`src/include/slcfg_pkg.sv`:
```
/*
 * Shared definitions for the serial link parameter bank: register
 * offsets, field positions, reset values, carrier structs and the
 * byte readback function used by the bank and by the sum logic.
 * Assumes a byte-wide register port with a 12-bit address.
 */
`default_nettype none
package slcfg_pkg;

   // register offsets
   localparam logic [11:0] ADDR_SCR_LANES = 12'h453;
   localparam logic [11:0] ADDR_FRAME_OCT = 12'h454;
   localparam logic [11:0] ADDR_MF_LEN = 12'h455;
   localparam logic [11:0] ADDR_CONV_CNT = 12'h456;
   localparam logic [11:0] ADDR_CS_RES = 12'h457;
   localparam logic [11:0] ADDR_SUBCL_NP = 12'h458;
   localparam logic [11:0] ADDR_REV_S = 12'h459;
   localparam logic [11:0] ADDR_HD_CF = 12'h45a;
   localparam int NUM_REGS = 8;

   // field positions
   localparam int TOP_BIT = 7;
   localparam int UPPER_LSB = 5;
   localparam int CS_LSB = 6;
   localparam int LOW_MSB = 4;

   // accepted encodings
   localparam logic [4:0] MF_16 = 5'h0f;
   localparam logic [4:0] MF_32 = 5'h1f;
   localparam logic [4:0] SAMP_ONE = 5'h00;
   localparam logic [4:0] SAMP_TWO = 5'h01;
   localparam logic [4:0] LANES_1 = 5'h00;
   localparam logic [4:0] LANES_2 = 5'h01;
   localparam logic [4:0] LANES_4 = 5'h03;
   localparam logic [4:0] LANES_8 = 5'h07;
   localparam logic [7:0] CONV_1 = 8'h00;
   localparam logic [7:0] CONV_2 = 8'h01;
   localparam logic [7:0] CONV_4 = 8'h03;
   localparam logic [7:0] FRAME_4OCT = 8'h03;

   typedef struct packed {
      logic descramble;
      logic [4:0] lanes;
      logic [7:0] frame_octets;
      logic [4:0] mf_len;
      logic [7:0] conv_code;
      logic [1:0] ctrl_bits;
      logic [4:0] resolution;
      logic [2:0] subclass;
      logic [4:0] sample_bits;
      logic [2:0] revision;
      logic [4:0] samples;
      logic high_density;
      logic [4:0] ctrl_words;
   } slcfg_params_t;

   // reset values
   localparam slcfg_params_t PARAMS_RESET = '{
      descramble: 1'h1, lanes: 5'h03, frame_octets: 8'h00,
      mf_len: 5'h1f, conv_code: 8'h01, ctrl_bits: 2'h0,
      resolution: 5'h1f, subclass: 3'h1, sample_bits: 5'h0f,
      revision: 3'h1, samples: 5'h00, high_density: 1'h1,
      ctrl_words: 5'h00};

   typedef struct packed {
      logic [11:0] addr;
      logic wr;
      logic rd;
      logic [7:0] wdata;
   } slcfg_req_t;

   typedef struct packed {
      logic [7:0] data;
      logic valid;
      logic hit;
   } slcfg_rsp_t;

   // reserved bits are filled with zero here
   function automatic logic [7:0] slcfg_read_byte(
         input slcfg_params_t p, input logic [11:0] addr);
      logic [7:0] b;
      b = 8'h00;
      unique case (addr)
         ADDR_SCR_LANES: b = {p.descramble, 2'h0, p.lanes};
         ADDR_FRAME_OCT: b = p.frame_octets;
         ADDR_MF_LEN: b = {3'h0, p.mf_len};
         ADDR_CONV_CNT: b = p.conv_code;
         ADDR_CS_RES: b = {p.ctrl_bits, 1'h0, p.resolution};
         ADDR_SUBCL_NP: b = {p.subclass, p.sample_bits};
         ADDR_REV_S: b = {p.revision, p.samples};
         ADDR_HD_CF: b = {p.high_density, 2'h0, p.ctrl_words};
         default: b = 8'h00;
      endcase
      return b;
   endfunction : slcfg_read_byte

   function automatic logic slcfg_mapped(input logic [11:0] addr);
      return (addr >= ADDR_SCR_LANES) && (addr <= ADDR_HD_CF);
   endfunction : slcfg_mapped

endpackage : slcfg_pkg
`default_nettype wire

```
`src/slcfg_bank.sv`:
```
/*
 * Link parameter register bank: eight byte registers holding the
 * receive link parameters, with field checks and readback.
 * Assumes a byte register port on the system clock, one request at a
 * time from the serial port engine, and a same-clock converter count
 * from the datapath mode logic.
 */
`timescale 1ns/1ps
`default_nettype none

module slcfg_bank
   import slcfg_pkg::*;
(
   input wire logic SYS_CLK_I,          // 100 MHz system clock
   input wire logic RST_I,              // sync reset, high
   input wire slcfg_req_t REQ_I,        // register request
   input wire logic [2:0] CONV_COUNT_I, // active converters, 1/2/4
   input wire logic DUAL_LINK_I,        // dual link mode
   output slcfg_rsp_t RSP_O,            // read answer
   output slcfg_params_t PARAMS_O,      // stored parameters
   output logic LANES_OK_O,             // lane count legal for mode
   output logic CONV_OK_O,              // converter count legal
   output logic MF_OK_O,                // multiframe length legal
   output logic [7:0] PARAM_SUM_O       // parameter byte sum
);

   typedef struct packed {
      slcfg_params_t params;
      slcfg_rsp_t rsp;
   } slcfg_state_t;

   slcfg_state_t state;
   slcfg_state_t next_state;
   logic [7:0] conv_req_code;
   logic conv_req_ok;

   // converter count from the mode logic, encoded as count minus one
   always_comb begin
      conv_req_code = CONV_1;
      conv_req_ok = 1'b1;
      unique case (CONV_COUNT_I)
         3'h1: conv_req_code = CONV_1;
         3'h2: conv_req_code = CONV_2;
         3'h4: conv_req_code = CONV_4;
         default: conv_req_ok = 1'b0;
      endcase
      if (DUAL_LINK_I && (conv_req_code == CONV_4)) begin
         conv_req_ok = 1'b0;
      end
   end

   // register writes, readback and converter count tracking
   always_comb begin
      next_state = state;
      next_state.rsp.valid = 1'b0;
      next_state.rsp.hit = 1'b0;
      next_state.rsp.data = 8'h00;
      // illegal counts keep the last legal code rather than a garbage one
      if (conv_req_ok) begin
         next_state.params.conv_code = conv_req_code;
      end
      if (REQ_I.wr) begin
         unique case (REQ_I.addr)
            ADDR_SCR_LANES: begin
               next_state.params.descramble = REQ_I.wdata[TOP_BIT];
               next_state.params.lanes = REQ_I.wdata[LOW_MSB:0];
            end
            ADDR_FRAME_OCT: begin
               next_state.params.frame_octets = REQ_I.wdata;
            end
            ADDR_MF_LEN: begin
               if (REQ_I.wdata[LOW_MSB:0] inside {MF_16, MF_32}) begin
                  next_state.params.mf_len = REQ_I.wdata[LOW_MSB:0];
               end
            end
            ADDR_CS_RES: begin
               next_state.params.ctrl_bits = REQ_I.wdata[TOP_BIT:CS_LSB];
               next_state.params.resolution = REQ_I.wdata[LOW_MSB:0];
            end
            ADDR_SUBCL_NP: begin
               next_state.params.subclass = REQ_I.wdata[TOP_BIT:UPPER_LSB];
               next_state.params.sample_bits = REQ_I.wdata[LOW_MSB:0];
            end
            ADDR_REV_S: begin
               next_state.params.revision =
                  REQ_I.wdata[TOP_BIT:UPPER_LSB];
               if (REQ_I.wdata[LOW_MSB:0] inside {SAMP_ONE, SAMP_TWO}) begin
                  next_state.params.samples =
                     REQ_I.wdata[LOW_MSB:0];
               end
            end
            ADDR_HD_CF: begin
               next_state.params.high_density =
                  REQ_I.wdata[TOP_BIT];
               next_state.params.ctrl_words = REQ_I.wdata[LOW_MSB:0];
            end
            default: begin
               // converter count and unmapped offsets ignore writes
               next_state.params = next_state.params;
            end
         endcase
      end
      // reads see the value held before this cycle's write
      if (REQ_I.rd) begin
         next_state.rsp.valid = 1'b1;
         next_state.rsp.hit = slcfg_mapped(REQ_I.addr);
         next_state.rsp.data = slcfg_read_byte(state.params,
            REQ_I.addr);
      end
   end

   always_ff @(posedge SYS_CLK_I) begin
      if (RST_I) begin
         state.params <= PARAMS_RESET;
         state.rsp <= '0;
      end else begin
         state <= next_state;
      end
   end

   slcfg_mode_check u_check (
      .clk_i(SYS_CLK_I),
      .rst_i(RST_I),
      .params_i(state.params),
      .dual_link_i(DUAL_LINK_I),
      .lanes_ok_o(LANES_OK_O),
      .conv_ok_o(CONV_OK_O),
      .mf_ok_o(MF_OK_O)
   );

   slcfg_param_sum u_sum (
      .clk_i(SYS_CLK_I),
      .rst_i(RST_I),
      .params_i(state.params),
      .sum_o(PARAM_SUM_O)
   );

   assign RSP_O = state.rsp;
   assign PARAMS_O = state.params;

   // checks on the bank's own behaviour
   scr_write_a: assert property (
      @(posedge SYS_CLK_I) disable iff (RST_I)
      REQ_I.wr && REQ_I.addr == ADDR_SCR_LANES |=>
      PARAMS_O.descramble == $past(REQ_I.wdata[7]))
      else $error("descramble bit did not follow write");

   scr_reset_a: assert property (@(posedge SYS_CLK_I)
      $fell(RST_I) |-> PARAMS_O.descramble && PARAMS_O.lanes == 5'h03 &&
      PARAMS_O.high_density && PARAMS_O.revision == 3'h1)
      else $error("reset values wrong after reset");

   lanes_write_a: assert property (
      @(posedge SYS_CLK_I) disable iff (RST_I)
      REQ_I.wr && REQ_I.addr == ADDR_SCR_LANES ##1 REQ_I.rd &&
      REQ_I.addr == ADDR_SCR_LANES && !REQ_I.wr |=>
      RSP_O.data[4:0] == $past(REQ_I.wdata[4:0], 2) && RSP_O.data[6:5] == 2'h0)
      else $error("lane field readback wrong");

   mf_guard_a: assert property (
      @(posedge SYS_CLK_I) disable iff (RST_I)
      REQ_I.wr && REQ_I.addr == ADDR_MF_LEN &&
      !(REQ_I.wdata[4:0] inside {5'h0f, 5'h1f}) |=> $stable(PARAMS_O.mf_len))
      else $error("illegal multiframe length stored");

   mf_legal_a: assert property (
      @(posedge SYS_CLK_I) disable iff (RST_I)
      PARAMS_O.mf_len == 5'h0f || PARAMS_O.mf_len == 5'h1f)
      else $error("multiframe length holds illegal code");

   samp_guard_a: assert property (
      @(posedge SYS_CLK_I) disable iff (RST_I)
      REQ_I.wr && REQ_I.addr == ADDR_REV_S && REQ_I.wdata[4:1] != 4'h0
      |=> $stable(PARAMS_O.samples) &&
      PARAMS_O.revision == $past(REQ_I.wdata[7:5]))
      else $error("samples field accepted illegal code");

   conv_ro_a: assert property (
      @(posedge SYS_CLK_I) disable iff (RST_I)
      REQ_I.wr && REQ_I.addr == ADDR_CONV_CNT && !conv_req_ok
      |=> $stable(PARAMS_O.conv_code))
      else $error("converter count changed by write");

   conv_code_a: assert property (
      @(posedge SYS_CLK_I) disable iff (RST_I)
      CONV_COUNT_I == 3'h4 && !DUAL_LINK_I |=> PARAMS_O.conv_code == 8'h03)
      else $error("four converters not coded as 3");

   rsvd_zero_a: assert property (
      @(posedge SYS_CLK_I) disable iff (RST_I)
      RSP_O.valid && !RSP_O.hit |-> RSP_O.data == 8'h00)
      else $error("unmapped read returned data");

   read_time_a: assert property (
      @(posedge SYS_CLK_I) disable iff (RST_I)
      REQ_I.rd |=> RSP_O.valid ##1 !RSP_O.valid || $past(REQ_I.rd))
      else $error("read answer not one cycle pulse");

   frame_store_a: assert property (
      @(posedge SYS_CLK_I) disable iff (RST_I)
      REQ_I.wr && REQ_I.addr == ADDR_FRAME_OCT |=>
      PARAMS_O.frame_octets == $past(REQ_I.wdata))
      else $error("frame octets not stored");

   // field stores, refusals and reserved bits seen from outside; each
   // is tripped by all-ones writes or by the edge codes of the fields
   fld_reset_a: assert property (
      @(posedge SYS_CLK_I)
      $fell(RST_I) |-> PARAMS_O.frame_octets == 8'h00 &&
      PARAMS_O.mf_len == 5'h1f && PARAMS_O.conv_code == 8'h01 &&
      PARAMS_O.samples == 5'h00 && PARAMS_O.ctrl_words == 5'h00)
      else $error("field reset values wrong after reset");

   lanes_store_a: assert property (
      @(posedge SYS_CLK_I) disable iff (RST_I)
      REQ_I.wr && REQ_I.addr == ADDR_SCR_LANES |=>
      PARAMS_O.lanes == $past(REQ_I.wdata[4:0]))
      else $error("lane field did not follow write");

   mf_accept_a: assert property (
      @(posedge SYS_CLK_I) disable iff (RST_I)
      REQ_I.wr && REQ_I.addr == ADDR_MF_LEN &&
      REQ_I.wdata[4:0] inside {5'h0f, 5'h1f} |=>
      PARAMS_O.mf_len == $past(REQ_I.wdata[4:0]))
      else $error("legal multiframe length not stored");

   conv_write_a: assert property (
      @(posedge SYS_CLK_I) disable iff (RST_I)
      REQ_I.wr && REQ_I.addr == ADDR_CONV_CNT |=>
      PARAMS_O.conv_code inside {8'h00, 8'h01, 8'h03})
      else $error("write reached converter count");

   conv_legal_a: assert property (
      @(posedge SYS_CLK_I) disable iff (RST_I)
      PARAMS_O.conv_code inside {8'h00, 8'h01, 8'h03})
      else $error("converter count holds illegal code");

   conv_hold_a: assert property (
      @(posedge SYS_CLK_I) disable iff (RST_I)
      !(CONV_COUNT_I inside {3'h1, 3'h2, 3'h4}) ||
      (DUAL_LINK_I && CONV_COUNT_I == 3'h4) |=>
      $stable(PARAMS_O.conv_code))
      else $error("refused converter count was stored");

   samp_accept_a: assert property (
      @(posedge SYS_CLK_I) disable iff (RST_I)
      REQ_I.wr && REQ_I.addr == ADDR_REV_S && REQ_I.wdata[4:1] == 4'h0
      |=> PARAMS_O.samples == $past(REQ_I.wdata[4:0]))
      else $error("legal samples code not stored");

   rev_store_a: assert property (
      @(posedge SYS_CLK_I) disable iff (RST_I)
      REQ_I.wr && REQ_I.addr == ADDR_REV_S |=>
      PARAMS_O.revision == $past(REQ_I.wdata[7:5]))
      else $error("revision field did not follow write");

   hd_write_a: assert property (
      @(posedge SYS_CLK_I) disable iff (RST_I)
      REQ_I.wr && REQ_I.addr == ADDR_HD_CF |=>
      PARAMS_O.high_density == $past(REQ_I.wdata[7]))
      else $error("density flag did not follow write");

   read_hit_a: assert property (
      @(posedge SYS_CLK_I) disable iff (RST_I)
      RSP_O.valid |-> RSP_O.hit ==
      ($past(REQ_I.addr) inside {[ADDR_SCR_LANES:ADDR_HD_CF]}))
      else $error("read hit does not match the offset");

   rsp_idle_a: assert property (
      @(posedge SYS_CLK_I) disable iff (RST_I)
      !$past(REQ_I.rd) |-> !RSP_O.valid && !RSP_O.hit &&
      RSP_O.data == 8'h00)
      else $error("read answer without a read");

   rsvd_scr_a: assert property (
      @(posedge SYS_CLK_I) disable iff (RST_I)
      RSP_O.valid && $past(REQ_I.addr) == ADDR_SCR_LANES |->
      RSP_O.data[6:5] == 2'h0)
      else $error("scramble register reserved bits set");

   rsvd_mf_a: assert property (
      @(posedge SYS_CLK_I) disable iff (RST_I)
      RSP_O.valid && $past(REQ_I.addr) == ADDR_MF_LEN |->
      RSP_O.data[7:5] == 3'h0)
      else $error("multiframe register reserved bits set");

   rsvd_res_a: assert property (
      @(posedge SYS_CLK_I) disable iff (RST_I)
      RSP_O.valid && $past(REQ_I.addr) == ADDR_CS_RES |->
      RSP_O.data[5] == 1'b0)
      else $error("resolution register reserved bit set");

   rsvd_hd_a: assert property (
      @(posedge SYS_CLK_I) disable iff (RST_I)
      RSP_O.valid && $past(REQ_I.addr) == ADDR_HD_CF |->
      RSP_O.data[6:5] == 2'h0)
      else $error("density register reserved bits set");

endmodule : slcfg_bank
`default_nettype wire

```
`src/slcfg_mode_check.sv`:
```
/*
 * Registered plausibility flags for the programmed link parameters
 * against single or dual link mode. Assumes same-clock inputs.
 */
`timescale 1ns/1ps
`default_nettype none
module slcfg_mode_check
   import slcfg_pkg::*;
(
   input wire logic clk_i,              // system clock
   input wire logic rst_i,              // sync reset, high
   input wire slcfg_params_t params_i,  // current parameters
   input wire logic dual_link_i,        // dual link mode
   output logic lanes_ok_o,             // lane count legal
   output logic conv_ok_o,              // converter count legal
   output logic mf_ok_o                 // multiframe length legal
);

   typedef struct packed {
      logic lanes_ok;
      logic conv_ok;
      logic mf_ok;
   } slcfg_chk_t;

   slcfg_chk_t state;
   slcfg_chk_t next_state;

   // flags only report; software owns legal programming
   always_comb begin
      next_state.lanes_ok = dual_link_i ?
         (params_i.lanes inside {LANES_1, LANES_2, LANES_4}) :
         (params_i.lanes inside {LANES_2, LANES_4, LANES_8});
      next_state.conv_ok = dual_link_i ?
         (params_i.conv_code inside {CONV_1, CONV_2}) :
         (params_i.conv_code inside {CONV_1, CONV_2, CONV_4});
      next_state.mf_ok = (params_i.frame_octets != FRAME_4OCT) ||
         (params_i.mf_len == MF_32);
   end

   always_ff @(posedge clk_i) begin
      if (rst_i) begin
         state <= '0;
      end else begin
         state <= next_state;
      end
   end

   assign lanes_ok_o = state.lanes_ok;
   assign conv_ok_o = state.conv_ok;
   assign mf_ok_o = state.mf_ok;

endmodule : slcfg_mode_check
`default_nettype wire

```
`src/slcfg_param_sum.sv`:
```
/*
 * Running byte sum, modulo 256, of the parameter registers this bank
 * holds, for software to compare against its own checksum.
 */
`timescale 1ns/1ps
`default_nettype none
module slcfg_param_sum
   import slcfg_pkg::*;
(
   input wire logic clk_i,              // system clock
   input wire logic rst_i,              // sync reset, high
   input wire slcfg_params_t params_i,  // current parameters
   output logic [7:0] sum_o             // sum modulo 256
);

   typedef struct packed {
      logic [7:0] sum;
   } slcfg_sum_t;

   slcfg_sum_t state;
   slcfg_sum_t next_state;

   // eight-bit accumulator wraps, giving modulo 256 for free
   always_comb begin
      next_state.sum = 8'h00;
      for (int i = 0; i < NUM_REGS; i++) begin
         next_state.sum = next_state.sum + slcfg_read_byte(params_i,
            ADDR_SCR_LANES + 12'(i));
      end
   end

   always_ff @(posedge clk_i) begin
      if (rst_i) begin
         state <= '0;
      end else begin
         state <= next_state;
      end
   end

   assign sum_o = state.sum;

endmodule : slcfg_param_sum
`default_nettype wire

```
`config.mk`:
```
export PLATFORM = sky130hd
export DESIGN_NAME = slcfg_bank
export DESIGN_NICKNAME = d
export VERILOG_FILES = /design/src/include/slcfg_pkg.sv /design/src/slcfg_bank.sv /design/src/slcfg_mode_check.sv /design/src/slcfg_param_sum.sv
export SDC_FILE = /design/constraint.sdc
export NUM_CORES = 1
export LEC_CHECK = 0
export ABC_AREA = 1
export BUFFER_PORTS_ARGS = -buffer_cell sky130_fd_sc_hd__buf_2
export CORE_MARGIN = 1
export CORE_UTILIZATION = 30
export DETAILED_ROUTE_END_ITERATION = 7
export GPL_ROUTABILITY_DRIVEN = 0
export GPL_TIMING_DRIVEN = 0
export HOLD_SLACK_MARGIN = 0.08
export PLACE_DENSITY = 0.59
export SYNTH_ARGS = -nofsm -noshare
export SYNTH_HDL_FRONTEND = slang
export SYNTH_SLANG_ARGS = --single-unit
export TNS_END_PERCENT = 5
```
`constraint.sdc`:
```
create_clock -name SYS_CLK_I -period 5.05 [get_ports SYS_CLK_I]
set_clock_uncertainty 0.2 [all_clocks]
set_input_delay 0.2525 -clock SYS_CLK_I [delete_from_list [all_inputs] [get_ports SYS_CLK_I]]
set_output_delay 0.2525 -clock SYS_CLK_I [all_outputs]
set_load 0.01 [all_outputs]
```
==> results.yml <==
synth:
  ys_seq_elements: 71
  avgSynthCellArea_um2: 7.87
  synth_cell_types: 39
  synthTopCellsByCount: "inv_1, dfxtp_1, nand2_1, nand3_1, nor2_1"
  yosys.area.top_type_share: 0.337
  ys_seq_area_frac: 0.337
  synthCells: 535
  yosys.area.top_type: "dfxtp_1"
  mappedNetlistArea_um2: 4210
  yosys_warnings: 0
  synth_edf_count: 0
  ys.flop_type: "dfxtp_1"
  ys_top_cells_by_area: "dfxtp_1, fa_1, inv_1, nand2_1, nand3_1"
  yosysMostFrequentCell: "inv_1"
  async_flop_share: 0
run:
  cap_violations: 0
sta:
  setup_viol: 0
  finalMaxSlewViolations: 0
  fin_crit_ns: 4.22
  finalHoldViolCount: 0
  rsz0062_at_grt: "no"
  tightest_slew_ns: 0.793
  fmax_mhz: 237
  tns_ns: 0
  slew_headroom: 0.467
  layout_setup_ws_ns: 0.830
  post-route-period-util: 0.836
worst_hold_path:
  hold_start: "CONV_COUNT_I[0]"
  hold_class: "in2reg"
floorplanning:
  io_pins: 105
  rows: 42
  die_area_um2: 14500
  die_h_um: 121
  core-area_um2: 13500
  initial_core_util: 0.313
  die_w_um: 121
global_routing:
  antenna_found_initial: 0
  grtUsageTotal: 0.199
  grt_pass1_vias: 4014
  grt_pass1_wl_um: 21400
  gr-total-overflow: 0
  grt_max_degree: 13
critical_path:
  cp-startpoint: "PARAMS_O[1]$_SDFFE_PP0P_"
  cp_data_arrival_time_ns: 4.25
  timing.rr.start: "PARAMS_O[1]$_SDFFE_PP0P_"
  start_kind: "register"
  cp_max_fo: 3
  cp-end-kind: "register"
  cp.required_ns: 5.08
  worstSetupPathType: "reg2reg"
pwr:
  p_leak_nw: 2.75
  fin_total_pwr_mw: 1.43
  p_per_area_nw_per_um2: 264
  ir_worst_vdd_mv: 0.171
clocking:
  numCtsBuffers: 9
  htree_levels: 3
  clock_sinks: 71
  cts_resized: 0
  clockRootBuffer: "clkbuf_16"
  cts.path.max_buffers: 2
  clk_latency_ns: 0.35
  cts_tree: "built"
  cts.clk_slew.worst_paths_ns: 0.06
finish:
  fin_nets: 729
  antennaDiodeCount: 0
  area_growth_pct: 28.4
  final_cell_count_no_fill: 842
  fill_cells: 1454
  design_area_um2: 5410
  drive_above_1_share: 0.224
routing:
  avgRoutedWirePerCell_um: 16.5
  avgViaCountPerCell: 4.92
  drt_pass1_iterations: 6
  ant_nets: 0
  drc: 0
  wl_um: 13900
  num_vias: 4141
  drt-initial-drc-count: 289
placement:
  dp_cells: 814
  portBuffers: 98
  dpl_cell_area_um2: 4940
  place_hpwl_um: 11100
  preCtsSetupSlack_ns: 0.836
status:
  status: "completed"
[cells by family after synthesis]
logic type                 count (synthesis)  synth area share
other                                      1          0.000890
xor gates and xnor gates                   8            0.0166
DFF                                       71             0.337
adders and majority gates                 40             0.170
and+or+nand+nor                          198             0.233
buffers and inverters                    121             0.116
AOI/OAI and AO/OA                         96             0.126
[stage by stage]
stage / hold slack, ns / util
4_1_cts: 0.0827 / 0.402
5_1_grt: 0.112 / 0.402
3_5_place_dp: 0.302 / 0.367
6_report: 0.0869 / 0.402
3_3_place_gp: 0.297 / 0.367
2_1_floorplan: 0.152 / -
[where the power goes]
part	switching [mW]	leakage, nW	internal (mW)	total (mW)
clock network	0.260	0.168	0.494	0.754
logic	0.0663	2.00	0.0363	0.103
registers	0.00253	0.576	0.567	0.569
[worst max-delay path, cell delays in order, from the launching register on]
cell	delay [ns]
dfxtp_1	0.32
inv_1	0.08
fa_1	0.56
inv_1	0.06
fa_1	0.51
fa_1	0.55
inv_1	0.05
fa_1	0.49
inv_1	0.04
ha_1	0.22
fa_1	0.42
nand2_1	0.08
inv_1	0.05
o21ai_0	0.14
nand2_1	0.10
o21ai_0	0.16
a21oi_1	0.05
[worst paths after layout]
| kind | endpoint | slack, ns | cells past startpoint |
|---|---|---|---|
| max | u_sum.sum_o[5]$_SDFF_PP0_ | 0.83 | 16 |
| min | PARAMS_O[30]$_SDFFE_PP0P_ | 0.09 | 6 |
| max reg2reg | u_sum.sum_o[5]$_SDFF_PP0_ | 0.83 | 16 |
| min reg2reg | PARAMS_O[8]$_SDFFE_PP0P_ | 0.31 | 2 |
[per-layer routing]
metal,up-vias,part of all wire,GRT usage
li1,1964,-,-
met1,1907,0.43,0.258
met2,213,0.44,0.302
met3,57,0.087,0.0472
met4,0,0.040,0.109
met5,-,0,0
[layout by cell type (no fill, tap or decap), types with 12 or more instances in the layout]
cell type | Yosys | routed
nor2_1 | 40 | 40
nand2_1 | 71 | 71
dfxtp_1 | 71 | 71
o21ai_0 | 38 | 38
o211ai_1 | 14 | 14
buf_2 | 2 | 100
dlygate4sd3_1 | 0 | 12
fa_1 | 29 | 29
nand3_1 | 40 | 40
inv_1 | 100 | 100
a21oi_1 | 36 | 36
[flip-flops by register name (all words and copies together), names as in the netlist]
signal / cells
PARAMS_O: 50
RSP_O: 10
u_check.conv_ok_o: 1
u_check.lanes_ok_o: 1
u_check.mf_ok_o: 1
u_sum.sum_o: 8
[timing repair]
item | 4_1_cts | 5_1_grt
hold buffers | 12 | 0
endpoints found under the hold margin | 20 | 0
endpoints found under the setup margin | 0 | 0
buffers inserted | 0 | 0
[final cells by class]
| class | instances | area (µm²) | area share |
|---|---|---|---|
| multi-input combinational | 348 | 2320 | 0.430 |
| sequential | 71 | 1420 | 0.263 |
| timing repair buffer | 110 | 611 | 0.113 |
| inverter | 105 | 394 | 0.0729 |
| clock buffer | 10 | 239 | 0.0442 |
| tap | 176 | 220 | 0.0407 |
| clock inverter | 6 | 108 | 0.0199 |
| buffer | 16 | 92.6 | 0.0171 |
Note: power is estimated with default switching activity, not from simulation.
